==> src/rtl/suif_pkg.sv <==
// Shared constants of the SPI front end, holding registers and infrared codec.
// Assumes one 40 MHz reference clock; every user writes suif_pkg::name.
`default_nettype none

package suif_pkg;

  // ----------------------------------------------------------------
  // Command byte layout
  // ----------------------------------------------------------------
  localparam int          CMD_RW_BIT = 7;
  localparam int          CMD_IDX_HI = 6;
  localparam int          CMD_IDX_LO = 3;
  localparam int          CMD_CH_HI  = 2;
  localparam int          CMD_CH_LO  = 1;
  localparam logic [1:0]  CH_A       = 2'h0;
  localparam logic [1:0]  CH_B       = 2'h1;

  // ----------------------------------------------------------------
  // Register indices and fields
  // ----------------------------------------------------------------
  localparam logic [3:0]  REG_HOLD       = 4'h0;
  localparam logic [3:0]  REG_LINE_CTRL  = 4'h3;
  localparam logic [3:0]  REG_MODEM_CTRL = 4'h4;
  localparam logic [3:0]  REG_LINE_STAT  = 4'h5;
  localparam logic [3:0]  REG_EXTRA_FEAT = 4'hF;
  localparam int          LCR_DIV_BIT    = 7;
  localparam logic [7:0]  LCR_ENHANCED   = 8'hBF;
  localparam int          MCR_IR_EN_BIT  = 6;
  localparam int          EXTRA_FEATURES_CTRL_IR11_BIT  = 7;
  localparam int          LSR_RX_READY   = 0;
  localparam int          LSR_TX_ROOM    = 5;
  localparam int          LSR_TX_EMPTY   = 6;

  // ----------------------------------------------------------------
  // Reset values
  // ----------------------------------------------------------------
  localparam logic [7:0]  HOLD_RST  = 8'h00;
  localparam logic [7:0]  DLL_RST   = 8'h01;
  localparam logic [7:0]  LCR_RST   = 8'h00;
  localparam logic [7:0]  MCR_RST   = 8'h00;
  localparam logic [7:0]  EXTRA_FEATURES_CTRL_RST  = 8'h00;
  localparam logic [7:0]  READ_NONE = 8'h00;

  // ----------------------------------------------------------------
  // Queues, synchronisers, infrared timing
  // ----------------------------------------------------------------
  localparam int          DATA_W       = 8;
  localparam int          FIFO_DEPTH   = 64;
  localparam int          NUM_PINS     = 5;
  localparam int          PIN_SCLK     = 0;
  localparam int          PIN_CS_N     = 1;
  localparam int          PIN_SI       = 2;
  localparam int          PIN_IR_RX    = 3;
  localparam int          PIN_STRAP    = 4;
  localparam logic [4:0]  PIN_IDLE     = 5'h12;
  localparam logic [2:0]  STRAP_SETTLE = 3'h4;
  localparam logic [4:0]  TICKS_PER_BIT = 5'h10;
  localparam logic [3:0]  IR10_PULSE    = 4'h3;
  localparam logic [3:0]  IR11_PULSE    = 4'h4;

endpackage : suif_pkg

`default_nettype wire

==> src/rtl/suif_fifo.sv <==
// Flip-flop queue with valid/ready on both sides and a synchronous flush.
// Assumes DEPTH is a power of two so the pointers wrap naturally.
`default_nettype none

module suif_fifo #(
  parameter int WIDTH = 8,
  parameter int DEPTH = 8
) (
  input  wire logic             clk,
  input  wire logic             rst_n,
  input  wire logic             flush,
  input  wire logic             in_valid,
  output logic                  in_ready,
  input  wire logic [WIDTH-1:0] in_data,
  output logic                  out_valid,
  input  wire logic             out_ready,
  output logic      [WIDTH-1:0] out_data
);

  localparam int AW = $clog2(DEPTH);

  logic [WIDTH-1:0] mem_r [DEPTH];
  logic [AW-1:0]    wr_ptr_r;
  logic [AW-1:0]    rd_ptr_r;
  logic [AW:0]      cnt_r;
  logic             push;
  logic             pop;

  // ----------------------------------------------------------------
  // Handshake decode
  // ----------------------------------------------------------------
  assign in_ready  = (cnt_r != (AW+1)'(DEPTH));
  assign out_valid = (cnt_r != '0);
  assign push      = in_valid & in_ready;
  assign pop       = out_valid & out_ready;
  assign out_data  = mem_r[rd_ptr_r];

  // Storage write
  always_ff @(posedge clk) begin
    if (push) begin
      mem_r[wr_ptr_r] <= in_data;
    end
  end

  // Pointers and fill count
  always_ff @(posedge clk or negedge rst_n) begin
    if (!rst_n) begin
      wr_ptr_r <= '0;
      rd_ptr_r <= '0;
      cnt_r    <= '0;
    end else if (flush) begin
      wr_ptr_r <= '0;
      rd_ptr_r <= '0;
      cnt_r    <= '0;
    end else begin
      wr_ptr_r <= wr_ptr_r + AW'(push);
      rd_ptr_r <= rd_ptr_r + AW'(pop);
      cnt_r    <= cnt_r + (AW+1)'(push) - (AW+1)'(pop);
    end
  end

endmodule : suif_fifo

`default_nettype wire

==> src/rtl/suif_irda_codec.sv <==
// Infrared pulse encoder and decoder on a 16x baud tick from the divisor.
// Assumes rxd_pin is already synchronised to clk by the caller.
`default_nettype none

module suif_irda_codec (
  input  wire logic        clk,
  input  wire logic        rst_n,
  input  wire logic        ir_en,
  input  wire logic        ir11_sel,
  input  wire logic [15:0] divisor,
  input  wire logic        uart_txd,
  output logic             txd_pin,
  input  wire logic        rxd_pin,
  output logic             uart_rxd,
  output logic             bit_stream
);

  logic [15:0] div_cnt_r;
  logic [3:0]  enc_ph_r;
  logic        txd_prev_r;
  logic        txd_pin_r;
  logic        rxd_prev_r;
  logic [4:0]  dec_cnt_r;
  logic        stream_r;
  logic        uart_rxd_r;

  // ----------------------------------------------------------------
  // Decode
  // ----------------------------------------------------------------
  wire [15:0] div_eff    = (divisor == 16'h0000) ? 16'h0001 : divisor;
  wire        tick       = (div_cnt_r >= div_eff - 16'h0001);
  wire        txd_change = (uart_txd != txd_prev_r);
  wire [3:0]  pulse_w    = ir11_sel ? suif_pkg::IR11_PULSE
                                    : suif_pkg::IR10_PULSE;
  wire        ir_pulse   = ~uart_txd & (txd_change | (enc_ph_r < pulse_w));
  wire        rx_rise    = rxd_pin & ~rxd_prev_r;
  wire        rx_light   = rx_rise | (dec_cnt_r != 5'h00);

  assign txd_pin    = txd_pin_r;
  assign uart_rxd   = uart_rxd_r;
  assign bit_stream = stream_r;

  // Sixteenth-of-bit tick generator
  always_ff @(posedge clk or negedge rst_n) begin
    if (!rst_n) begin
      div_cnt_r <= 16'h0000;
    end else begin
      div_cnt_r <= tick ? 16'h0000 : div_cnt_r + 16'h0001;
    end
  end

  // Encoder phase restarts on every data edge
  always_ff @(posedge clk or negedge rst_n) begin
    if (!rst_n) begin
      enc_ph_r   <= 4'h0;
      txd_prev_r <= 1'b1;
      txd_pin_r  <= 1'b1;
    end else begin
      txd_prev_r <= uart_txd;
      enc_ph_r   <= txd_change ? {3'h0, tick} : enc_ph_r + {3'h0, tick};  // Edge cycle is phase 0
      txd_pin_r  <= ir_en ? ir_pulse : uart_txd;
    end
  end

  // Decoder stretches each light pulse over one bit time
  always_ff @(posedge clk or negedge rst_n) begin
    if (!rst_n) begin
      rxd_prev_r <= 1'b0;
      dec_cnt_r  <= 5'h00;
      stream_r   <= 1'b0;
      uart_rxd_r <= 1'b1;
    end else begin
      rxd_prev_r <= rxd_pin;
      if (ir_en && rx_rise) begin
        dec_cnt_r <= suif_pkg::TICKS_PER_BIT;
      end else if (tick && dec_cnt_r != 5'h00) begin
        dec_cnt_r <= dec_cnt_r - 5'h01;
      end
      stream_r   <= ir_en & rx_light;
      uart_rxd_r <= ir_en ? ~rx_light : rxd_pin;
    end
  end

endmodule : suif_irda_codec

`default_nettype wire

==> src/rtl/suif_frontend.sv <==
// SPI slave front end of one UART channel: command byte, holding registers,
// divisor low byte, line/modem/extra control, queues and infrared codec.
// Assumes SPI mode 0 and a serial clock well below a quarter of ref_clk,
// since all pins are oversampled through three-stage synchronisers.
//
// Behaviour
// - Command bit 7: one reads, zero writes
// - Command bits 6:3 give register index
// - Bits 2:1 select channel; bit 0 reserved
// - Up to 64 queue bytes per select
// - Basic infrared: 3/16-bit pulse per zero
// - Fast infrared: quarter-bit pulse per zero
// - Modem control bit 6 enables infrared
// - Extra features bit 7 picks quarter-bit
// - Infrared transmit output idles low
// - Infrared receive input idles low
// - Each detected light pulse gives a zero (one on ir_bit_stream)
// - Low strap starts infrared; then bit 6
// - Receive read returns and removes oldest
// - Empty receive read returns meaningless value
// - Transmit write appends at queue tail
// - Transmit write when full is dropped
// - Holding registers need line control bit7 clear
// - Divisor low when bit7 set, not BF
// - Divisor low is low eight bits
// - Divisor low resets only at power-on
`default_nettype none

module suif_frontend (
  input  wire logic       ref_clk,
  input  wire logic       reset_n,
  input  wire logic       soft_reset,
  input  wire logic       spi_sclk,
  input  wire logic       spi_cs_n,
  input  wire logic       spi_si,
  output logic            spi_so,
  output logic            spi_so_oe,
  input  wire logic       infrared_strap_n,
  output logic [7:0]      tx_data,
  output logic            tx_valid,
  input  wire logic       tx_ready,
  input  wire logic [7:0] rx_data,
  input  wire logic       rx_valid,
  output logic            rx_ready,
  input  wire logic [7:0] divisor_high,
  output logic [7:0]      baud_divisor_low,
  input  wire logic       uart_txd,
  output logic            uart_rxd,
  output logic            ir_txd,
  input  wire logic       ir_rxd,
  output logic            ir_bit_stream,
  output logic            infrared_mode
);

  // ----------------------------------------------------------------
  // Types and functions
  // ----------------------------------------------------------------
  typedef enum logic [2:0] {
    ST_IDLE = 3'b001,
    ST_CMD  = 3'b010,
    ST_DATA = 3'b100
  } suif_state_t;

  // Line control opens the divisor window at offset zero
  function automatic logic div_window(input logic [7:0] line_control_reg);
    div_window = line_control_reg[suif_pkg::LCR_DIV_BIT];
  endfunction : div_window

  // ----------------------------------------------------------------
  // Declarations
  // ----------------------------------------------------------------
  logic [2:0]  sync_r [suif_pkg::NUM_PINS];
  logic [suif_pkg::NUM_PINS-1:0] clean_r;
  logic [suif_pkg::NUM_PINS-1:0] clean_nxt;
  logic [suif_pkg::NUM_PINS-1:0] pins_in;

  suif_state_t state_r;
  suif_state_t state_nxt;
  logic [2:0]  bit_cnt_r;
  logic [7:0]  shin_r;
  logic [7:0]  cmd_r;
  logic [7:0]  shout_r;
  logic        rd_pend_r;
  logic        pop_pend_r;

  logic [7:0]  lcr_r;
  logic [7:0]  mcr_r;
  logic [7:0]  extra_features_ctrl_r;
  logic [7:0]  dll_r;
  logic [2:0]  strap_cnt_r;
  logic        strap_done_r;

  logic        tx_in_ready;
  logic        tx_in_valid;
  logic        rx_out_valid;
  logic        rx_out_ready;
  logic [7:0]  rx_head;
  logic [7:0]  lsr;
  logic [7:0]  rd_data;

  // ----------------------------------------------------------------
  // Pin synchronisers
  // ----------------------------------------------------------------
  assign pins_in = {infrared_strap_n, ir_rxd, spi_si, spi_cs_n, spi_sclk};

  // Three stages; a level counts once stages two and three agree
  genvar g;
  generate
    for (g = 0; g < suif_pkg::NUM_PINS; g++) begin : g_sync
      assign clean_nxt[g] = (sync_r[g][1] == sync_r[g][2]) ? sync_r[g][2] : clean_r[g];
      always_ff @(posedge ref_clk or negedge reset_n) begin
        if (!reset_n) begin
          sync_r[g]  <= {3{suif_pkg::PIN_IDLE[g]}};
          clean_r[g] <= suif_pkg::PIN_IDLE[g];
        end else begin
          sync_r[g]  <= {sync_r[g][1:0], pins_in[g]};
          clean_r[g] <= clean_nxt[g];
        end
      end
    end
  endgenerate

  // ----------------------------------------------------------------
  // Serial framing decode
  // ----------------------------------------------------------------
  wire       cs_active = ~clean_r[suif_pkg::PIN_CS_N];
  wire       sclk_rise = clean_nxt[suif_pkg::PIN_SCLK] & ~clean_r[suif_pkg::PIN_SCLK];
  wire       sclk_fall = ~clean_nxt[suif_pkg::PIN_SCLK] & clean_r[suif_pkg::PIN_SCLK];
  wire [7:0] shin_byte = {shin_r[6:0], clean_nxt[suif_pkg::PIN_SI]};
  wire       byte_done = cs_active & sclk_rise & (bit_cnt_r == 3'h7);
  wire       cmd_done  = (state_r == ST_CMD) & byte_done;
  wire       data_done = (state_r == ST_DATA) & byte_done;

  // Command fields of the latched command byte
  wire       is_read = cmd_r[suif_pkg::CMD_RW_BIT];
  wire [3:0] reg_idx = cmd_r[suif_pkg::CMD_IDX_HI:suif_pkg::CMD_IDX_LO];
  wire       chan_ok = (cmd_r[suif_pkg::CMD_CH_HI:suif_pkg::CMD_CH_LO]
                        == suif_pkg::CH_A);
  wire       at_zero = chan_ok & (reg_idx == suif_pkg::REG_HOLD);
  wire       hold_sel = at_zero & ~div_window(lcr_r);
  wire       dll_sel  = at_zero & div_window(lcr_r)
                        & (lcr_r != suif_pkg::LCR_ENHANCED);
  wire       wr_fire  = data_done & ~is_read;
  wire       rd_load  = rd_pend_r & sclk_fall & cs_active;

  // Register strobes of a write byte
  wire wr_lcr  = wr_fire & chan_ok & (reg_idx == suif_pkg::REG_LINE_CTRL);
  wire wr_mcr  = wr_fire & chan_ok & (reg_idx == suif_pkg::REG_MODEM_CTRL);
  wire wr_extra_features_ctrl = wr_fire & chan_ok & (reg_idx == suif_pkg::REG_EXTRA_FEAT);
  wire wr_dll  = wr_fire & dll_sel;

  // ----------------------------------------------------------------
  // Transaction state machine
  // ----------------------------------------------------------------
  always_comb begin
    state_nxt = state_r;
    if (!cs_active) begin
      state_nxt = ST_IDLE;
    end else begin
      case (state_r)
        ST_IDLE: state_nxt = ST_CMD;
        ST_CMD:  state_nxt = cmd_done ? ST_DATA : ST_CMD;
        ST_DATA: state_nxt = ST_DATA;                     // Burst runs until deselect
        default: state_nxt = ST_IDLE;
      endcase
    end
  end

  // State, bit counter and input shifter
  always_ff @(posedge ref_clk or negedge reset_n) begin
    if (!reset_n) begin
      state_r   <= ST_IDLE;
      bit_cnt_r <= 3'h0;
      shin_r    <= 8'h00;
    end else begin
      state_r   <= state_nxt;
      bit_cnt_r <= (cs_active && state_r != ST_IDLE) ? bit_cnt_r + {2'h0, sclk_rise} : 3'h0;
      if (sclk_rise) begin
        shin_r <= shin_byte;
      end
    end
  end

  // Command latch
  always_ff @(posedge ref_clk or negedge reset_n) begin
    if (!reset_n) begin
      cmd_r <= 8'h00;
    end else if (cmd_done) begin
      cmd_r <= shin_byte;
    end
  end

  // ----------------------------------------------------------------
  // Read path: load on falling edge, pop on first bit
  // ----------------------------------------------------------------
  wire cmd_is_read = shin_byte[suif_pkg::CMD_RW_BIT];

  always_ff @(posedge ref_clk or negedge reset_n) begin
    if (!reset_n) begin
      rd_pend_r  <= 1'b0;
      pop_pend_r <= 1'b0;
      shout_r    <= 8'h00;
    end else if (!cs_active) begin
      rd_pend_r  <= 1'b0;
      pop_pend_r <= 1'b0;
      shout_r    <= 8'h00;
    end else begin
      if ((cmd_done && cmd_is_read) || (data_done && is_read)) begin
        rd_pend_r <= 1'b1;
      end else if (rd_load) begin
        rd_pend_r <= 1'b0;
      end
      if (rd_load) begin
        pop_pend_r <= hold_sel;
      end else if (sclk_rise) begin
        pop_pend_r <= 1'b0;
      end
      if (rd_load) begin
        shout_r <= rd_data;
      end else if (sclk_fall && state_r == ST_DATA) begin
        shout_r <= {shout_r[6:0], 1'b0};
      end
    end
  end

  // Pop only once the host really clocks the byte out
  assign rx_out_ready = pop_pend_r & sclk_rise & cs_active;

  // Line status view of the queues
  assign lsr = (8'h01 << suif_pkg::LSR_RX_READY) & {8{rx_out_valid}}
             | (8'h01 << suif_pkg::LSR_TX_ROOM) & {8{tx_in_ready}}
             | (8'h01 << suif_pkg::LSR_TX_EMPTY) & {8{~tx_valid}};

  // Read selection; empty receive queue yields a filler byte
  assign rd_data = hold_sel ? (rx_out_valid ? rx_head : suif_pkg::READ_NONE) :
                   !chan_ok ? suif_pkg::READ_NONE :
                   (reg_idx == suif_pkg::REG_LINE_CTRL)  ? lcr_r  :
                   (reg_idx == suif_pkg::REG_MODEM_CTRL) ? mcr_r  :
                   (reg_idx == suif_pkg::REG_LINE_STAT)  ? lsr    :
                   (reg_idx == suif_pkg::REG_EXTRA_FEAT) ? extra_features_ctrl_r :
                   suif_pkg::READ_NONE;

  assign spi_so    = shout_r[7];
  assign spi_so_oe = cs_active & (state_r == ST_DATA) & is_read;

  // ----------------------------------------------------------------
  // Write path
  // ----------------------------------------------------------------
  // Full queue refuses the push, so the byte is lost
  assign tx_in_valid = wr_fire & hold_sel;

  // Divisor low byte survives soft reset
  always_ff @(posedge ref_clk or negedge reset_n) begin
    if (!reset_n) begin
      dll_r <= suif_pkg::DLL_RST;
    end else if (wr_dll) begin
      dll_r <= shin_byte;
    end
  end

  // Line and extra features control
  always_ff @(posedge ref_clk or negedge reset_n) begin
    if (!reset_n) begin
      lcr_r  <= suif_pkg::LCR_RST;
      extra_features_ctrl_r <= suif_pkg::EXTRA_FEATURES_CTRL_RST;
    end else if (soft_reset) begin
      lcr_r  <= suif_pkg::LCR_RST;
      extra_features_ctrl_r <= suif_pkg::EXTRA_FEATURES_CTRL_RST;
    end else begin
      if (wr_lcr) begin
        lcr_r <= shin_byte;
      end
      if (wr_extra_features_ctrl) begin
        extra_features_ctrl_r <= shin_byte;
      end
    end
  end

  // Strap settle counter after power-on release
  always_ff @(posedge ref_clk or negedge reset_n) begin
    if (!reset_n) begin
      strap_cnt_r  <= 3'h0;
      strap_done_r <= 1'b0;
    end else if (!strap_done_r) begin
      strap_cnt_r  <= strap_cnt_r + 3'h1;
      strap_done_r <= (strap_cnt_r == suif_pkg::STRAP_SETTLE);
    end
  end

  // Modem control; strap seeds the infrared enable once
  always_ff @(posedge ref_clk or negedge reset_n) begin
    if (!reset_n) begin
      mcr_r <= suif_pkg::MCR_RST;
    end else if (soft_reset) begin
      mcr_r <= suif_pkg::MCR_RST;
    end else if (wr_mcr) begin
      mcr_r <= shin_byte;
    end else if (!strap_done_r && strap_cnt_r == suif_pkg::STRAP_SETTLE) begin
      mcr_r[suif_pkg::MCR_IR_EN_BIT] <= ~clean_r[suif_pkg::PIN_STRAP];
    end
  end

  assign baud_divisor_low = dll_r;
  assign infrared_mode    = mcr_r[suif_pkg::MCR_IR_EN_BIT];

  // ----------------------------------------------------------------
  // Queues and infrared codec
  // ----------------------------------------------------------------
  // Transmit queue towards the UART serialiser
  suif_fifo #(
    .WIDTH (suif_pkg::DATA_W),
    .DEPTH (suif_pkg::FIFO_DEPTH)
  ) u_tx_fifo (
    .clk       (ref_clk),
    .rst_n     (reset_n),
    .flush     (soft_reset),
    .in_valid  (tx_in_valid),
    .in_ready  (tx_in_ready),
    .in_data   (shin_byte),
    .out_valid (tx_valid),
    .out_ready (tx_ready),
    .out_data  (tx_data)
  );

  // Receive queue from the UART deserialiser
  suif_fifo #(
    .WIDTH (suif_pkg::DATA_W),
    .DEPTH (suif_pkg::FIFO_DEPTH)
  ) u_rx_fifo (
    .clk       (ref_clk),
    .rst_n     (reset_n),
    .flush     (soft_reset),
    .in_valid  (rx_valid),
    .in_ready  (rx_ready),
    .in_data   (rx_data),
    .out_valid (rx_out_valid),
    .out_ready (rx_out_ready),
    .out_data  (rx_head)
  );

  // Infrared encode and decode on the line side
  suif_irda_codec u_irda (
    .clk        (ref_clk),
    .rst_n      (reset_n),
    .ir_en      (infrared_mode),
    .ir11_sel   (infrared_mode & extra_features_ctrl_r[suif_pkg::EXTRA_FEATURES_CTRL_IR11_BIT]),
    .divisor    ({divisor_high, dll_r}),
    .uart_txd   (uart_txd),
    .txd_pin    (ir_txd),
    .rxd_pin    (clean_r[suif_pkg::PIN_IR_RX]),
    .uart_rxd   (uart_rxd),
    .bit_stream (ir_bit_stream)
  );

endmodule : suif_frontend

`default_nettype wire

==> config.mk <==
export PLATFORM = sky130hd
export DESIGN_NAME = suif_frontend
export DESIGN_NICKNAME = d
export VERILOG_FILES = /design/src/rtl/suif_pkg.sv /design/src/rtl/suif_fifo.sv /design/src/rtl/suif_irda_codec.sv /design/src/rtl/suif_frontend.sv
export SDC_FILE = /design/constraint.sdc
export NUM_CORES = 1
export LEC_CHECK = 0
export BUFFER_PORTS_ARGS = -buffer_cell sky130_fd_sc_hd__buf_2
export CAP_MARGIN = 30
export CORE_MARGIN = 2
export CORE_UTILIZATION = 60
export CTS_CLUSTER_DIAMETER = 60
export DETAILED_ROUTE_END_ITERATION = 8
export GPL_TIMING_DRIVEN = 0
export MAX_ROUTING_LAYER = met4
export PLACE_DENSITY_LB_ADDON = 0.1
export SLEW_MARGIN = 20
export SYNTH_ARGS = -nofsm -noshare
export SYNTH_HDL_FRONTEND = slang
export SYNTH_HIERARCHICAL = 1
export SYNTH_SLANG_ARGS = --single-unit
==> constraint.sdc <==
create_clock -name ref_clk -period 9.95 [get_ports ref_clk]
set_clock_uncertainty 0.15 [all_clocks]
set_input_delay 0.4975 -clock ref_clk [delete_from_list [all_inputs] [get_ports ref_clk]]
set_output_delay 0.4975 -clock ref_clk [all_outputs]
set_load 0.01 [all_outputs]
# Yosys cells after proc, flatten, opt, wreduce, memory -nomap -nowiden
# Memories as Yosys holds them, arrays and structs flattened.
# Index checks and enable logic that the tools add are counted.
# totals
rom_bits,0
mem_count,2
ram_bits,1024
register_bits,155
output_inout_bits,24
in_bits,27
word_cells,193
latchBits,0
# classes
n_eq_ne,19
mux,50
add_sub_neg,14
reduce_logical,23
bitwise,45
mul,0
shift,0
div_mod_pow,0
magnitude_cmp,2
# memory_table
name,words,word_bits,read_ports,rd_clocked_by_memory_dff,write_ports,line_no,text
u_rx_fifo.mem_r,64,8,1,0,1,suif_fifo.sv:22,logic [WIDTH-1:0] mem_r [DEPTH];
u_tx_fifo.mem_r,64,8,1,0,1,suif_fifo.sv:22,
# ops
cell,count
two-way mux 8 bit,15
two-way mux 16 bit,2
bitwise AND 1 bit,31
two-way mux 6 bit,5
adder 6 x 1 -> 6 bit,4
two-way mux 1 bit,18
adder 16 x 1 -> 16 bit (second input constant),1
>= comparator 16 bit,1
logical NOT 16 bit,1
subtractor 16 x 1 -> 16 bit (second input constant),1
adder 7 x 1 -> 7 bit,2
two-way mux 7 bit,2
!= test 7 bit (second input constant),2
nonzero test 7 bit,2
subtractor 7 x 1 -> 7 bit,2
two-way mux 3 bit,4
nonzero test 3 bit,4
two-way mux 5 bit,2
NOT 1 bit,10
== test 3 bit (second input constant),3
one-hot mux 3 bit (3 select lines),1
== test 4 x 3 -> 1 bit (second input constant),2
!= test 8 bit (second input constant),1
nonzero test 2 bit,4
other kinds (22),33

# Longest topological paths before layout
# depth
ltp_word,12
ltp_mapped,20
ltp_nobuf,19

# Modules after synthesis
# The synthesis kept the hierarchy.
# by_module_without_submodules
mod,n_inst,area_each_um2,cells_each,seq_area_each_um2
suif_fifo at u_rx_fifo,1,20925.1,1045,15850.2
suif_fifo at u_tx_fifo,1,20861.3,1029,15850.2
suif_frontend,1,3933.8,330,2164.6
suif_irda_codec,1,2039.5,219,754.5

# Worst setup path before layout
# No wires, ideal clock.
# synth_path
kind,input to register
from,in divisor_high[2]
to,reg u_irda.enc_ph_r[2]
setup_time_ps,130
cell_stages,19
required_ps,9670
slack_ps,5554
n_path_buf,1
arrival_time_ps,4117
path_cell_list,or4_2 -> nor3_1 -> a21o_1 -> inv_1 -> ha_1 -> nand2_1 -> or2_2 -> nor3_1 -> xnor2_1 -> ha_1 -> a21oi_1 -> nand2_1 -> a221oi_1 -> nand3_1 -> clkbuf_1 -> ha_1 -> ha_1 -> xnor2_1 -> nor2_1
# synth_via
elab_chain_cells,6
# synth_rtl
item,line_no,text
"start, declared",suif_frontend.sv:45,"input wire logic [7:0] divisor_high,"
logical NOT 16 bit,suif_irda_codec.sv:30,wire [15:0] div_eff = (divisor == 16'h0000) ? 16'h0001 : divisor;
two-way mux 16 bit (*),suif_irda_codec.sv:30,
subtractor 16 x 1 -> 16 bit (*),suif_irda_codec.sv:31,wire tick = (div_cnt_r >= div_eff - 16'h0001);
>= comparator 16 bit (*),suif_irda_codec.sv:31,
adder 4 x 1 -> 4 bit (*),suif_irda_codec.sv:60,"enc_ph_r <= txd_change ? {3'h0, tick} : enc_ph_r + {3'h0, tick};"
two-way mux 4 bit (*),suif_irda_codec.sv:60,
"end signal, assigned",suif_irda_codec.sv:60,
"end, declared",suif_irda_codec.sv:19,logic [3:0] enc_ph_r;
# Every way passes the cells marked *; elsewhere a longest branch is shown, timed or not.
# A chain may end at the register's enable or synchronous reset.

# Worst setup path after layout
# layout_path
from,"reg dll_r[7], in the netlist baud_divisor_low[7]"
to,reg u_irda.enc_ph_r[2]
# layout_via
elab_chain_cells,6
# layout_rtl
item,line_no,text
"start, declared",suif_frontend.sv:89,logic [7:0] dll_r;
"start signal, assigned",suif_frontend.sv:255,dll_r <= suif_pkg::DLL_RST;
"start signal, assigned",suif_frontend.sv:257,dll_r <= shin_byte;
logical NOT 16 bit,suif_irda_codec.sv:30,
two-way mux 16 bit (*),suif_irda_codec.sv:30,
subtractor 16 x 1 -> 16 bit (*),suif_irda_codec.sv:31,
>= comparator 16 bit (*),suif_irda_codec.sv:31,
adder 4 x 1 -> 4 bit (*),suif_irda_codec.sv:60,
two-way mux 4 bit (*),suif_irda_codec.sv:60,
# Marks and branches as above.

==> results.cfg <==
[power_and_ir_drop]
seqPwrFrac_pct = 52.1
switching_share_pct = 23.8
comb_power_share_pct = 9.7
ir_worst_vdd_uv = 158
leakage_uw = 0.0178
p_switching_uw = 2660
clkPwrFrac_pct = 38.2
p_int_uw = 8520
p_per_area_nw_per_um2 = 209
total_power_uw = 11200

[logic_synthesis]
synth-edff-count = 1024
syn-instance-count = 2623
syn_area_sq_um = 47800
synth_top_area_share_pct = 64.4
synth.avg_cell_area_sq_um = 18.2
syn_nets = 2706
ys.flop_type = edfxtp_1
yosysSeqAreaShare_pct = 72.5
synth.area.top_cells = edfxtp_1, mux4_2, dfrtp_1, nor2_1, ha_1
synth_warnings = 6
ys_ff_latch = 1178
yosys.area.top_type = edfxtp_1
synth-async-reset-ratio_pct = 13.1
synth.distinct_cells = 76

[floorplan]
io_pins = 51
initial_core_util_pct = 60.6
num_rows = 103
core_sq_um = 78900
fp.dieArea_sq_um = 81900
dieWidth_um = 286
fp.dieH_um = 286

[setup_path]
crit_fanout = 10
critical_path_required_ns = 10.34
endpoint_kind = flop
crit_start = baud_divisor_low[7]
worstPathArrival_ns = 5.45
r2r_setup_slack_ns = 4.89
r2r-end = u_irda/enc_ph_r[2]
crit_type = reg -> reg
setup.worst_path.start_class = flop
rr_startpoint = baud_divisor_low[7]
critical_path.endpoint = u_irda/enc_ph_r[2]
r2r_cells = 19

[global_route]
grt_max_degree = 79
grtUsageTotal_pct = 29.1
grt_overflow_total = 0
antenna_found_initial = 1
grt_pass1_vias = 26000
grt_pass1_wl_um = 168000

[drt]
via_per_inst = 6.48
drtPass1Iterations = 7
vias = 25700
first_iter_violations = 2827
drc = 0
antenna_left = 0
drt-total-wl_um = 113000
wl_per_cell_um = 28.6

[layout]
final_cell_mix = edfxtp_1, mux4_2, nor2_1, dfrtp_1, clkbuf_16
area_growth_pct = 11.9
layout_commonest_cell = edfxtp_1
nNetsFinal = 2895
drive_gt1_share_pct = 21.0

[cts]
clk-insertion-delay-late_ns = 0.68
path_clk_slew_ns = 0.06
cts_tree = built
numCtsBuffers = 118
root_buffer = clkbuf_16
cts_resized = 0
htreeDepth = 3
cts_buffer_depth = 3
clock_sinks = 1178

[run_status]
outcome = finished, final reports clean

[flow_run]
maxCapViolCount = 0

[timing]
max-slew-margin-rel_pct = 27.1
fin_setup_tns_ns = 0
final-hold-violation-count = 0
period_needed_ns = 5.06
rsz0062_at_grt = no
period_share_pct = 50.9
fmax_mhz = 198
setup_viol = 0
worst_pin_slew_ns = 1.09
slew_viol_final = 0

[place]
hpwl_um = 72900
io_buffers = 50
gp_congestion = 0.987

[worst_hold_path]
min_path_type = in -> reg
## sequential cells by signal, summed over array words and instances (netlist names), 15 cells and up
signal and count:
u_tx_fifo/mem_r 512, u_irda/div_cnt_r 16, sync_r 15, u_rx_fifo/mem_r 512
## worst max-delay path, cell delays in order (launching register included)
cell and delay (ns):
dfrtp_1 0.46, or4_2 0.62, nor3_1 0.26, a21o_1 0.22, inv_1 0.08, ha_1 0.25
nand2_1 0.12, or2_2 0.18, nor3_1 0.07, xnor2_1 0.12, ha_1 0.33, a21oi_1 0.19
nand2_1 0.07, a221oi_1 0.38, nand3_1 0.37, clkbuf_1 0.35, ha_1 0.29, ha_1 0.20
xnor2_1 0.17, nor2_1 0.05
## worst min-delay path by stage
stage | start | end | slack, ns | cells past startpoint
floorplan | reset_n | baud_divisor_low[1] | 0.05 | 0
global placement | sync_r[3] | sync_r[4] | 0.18 | 0
detailed placement | sync_r[3] | sync_r[4] | 0.19 | 0
CTS | soft_reset | mcr_r[7] | 0.11 | 3
global route | rx_data[0] | u_rx_fifo/mem_r[59][0] | 0.14 | 1
finish | rx_data[5] | u_rx_fifo/mem_r[63][5] | 0.14 | 1
## layer usage
layer / track usage, % / wire (um) / up-vias
li1: - / - / 10800
met1: 38.2 / 43900 / 13400
met2: 46.8 / 56700 / 1220
met3: 3.99 / 8160 / 276
met4: 11.3 / 4620 / 0
met5: - / 0 / -
## repair_timing
| item | in CTS | in global routing |
|---|---|---|
| setup buffers | 0 | 0 |
| hold endpoints to repair | 71 | 0 |
| hold buffers | 7 | 0 |
## logic make-up (layout without fill, tap and decap cells)
kind of cell / Yosys count / in the layout / share of synthesized area, %
xor gates and xnor gates: 53 / 53 / 0.972
DFF: 1178 / 1178 / 72.5
muxes: 325 / 325 / 13.5
buffers and inverters: 173 / 461 / 1.78
adders and majority gates: 61 / 61 / 1.60
and+or+nand+nor: 572 / 572 / 5.93
AOI/OAI and AO/OA: 261 / 261 / 3.76
other: 0 / 1 / 0
## cell usage after synthesis, types with 6 or more instances
cell and count:
nor2_1 214, nor2b_1 35, nor3b_1 6, nand3_1 29
nand2_1 115, inv_1 45, mux2i_1 47, a221o_1 10
a22oi_1 70, xor2_1 27, mux2_2 27, a21oi_1 46
clkbuf_1 61, mux4_2 251, nor3_1 28, buf_4 7
buf_2 31, buf_1 13, o21ai_0 39, a211oi_1 9
dfstp_2 13, dfrtp_1 141, nand2b_1 48, or3_1 11
xnor2_1 26, and3_1 12, nand3b_1 10, ha_1 54
or2_2 6, o21ai_1 9, and2_1 14, edfxtp_1 1024
buf_6 14, or3b_2 6, nand4_1 11, o22ai_1 20
## power groups by stage
stage	logic, uW	registers (uW)	clock network (uW)
global placement	1030	5930	0
global route	1160	5850	4530
finish	1080	5820	4270
CTS	1080	5830	4340
detailed placement	1070	5930	0
floorplan	708	5820	0
## per-stage QoR
step	hold WS [ns]	util, %	std cells	worst slack (ns)	area (sq um)
after floorplan	0.0519	-	2623	5.55	47800
after global placement	0.182	62.5	3723	4.75	49300
after detailed placement	0.186	62.9	3735	4.65	49600
after CTS	0.113	67.8	3961	4.90	53400
after global routing	0.144	67.8	3962	4.54	53400
final	0.139	67.8	3962	4.89	53400
## final cells by class
type | count | area, sq um
flip-flops and latches | 1178 | 34600
fillers | 5116 | 25400
multi-input cells | 1272 | 12300
clock buffers | 157 | 3220
well taps | 1050 | 1310
plain buffers | 128 | 683
repair buffers | 69 | 568
clock inverters | 62 | 546
inverters | 45 | 169
diodes | 1 | 2.50
(Power assumes the default switching activity.)
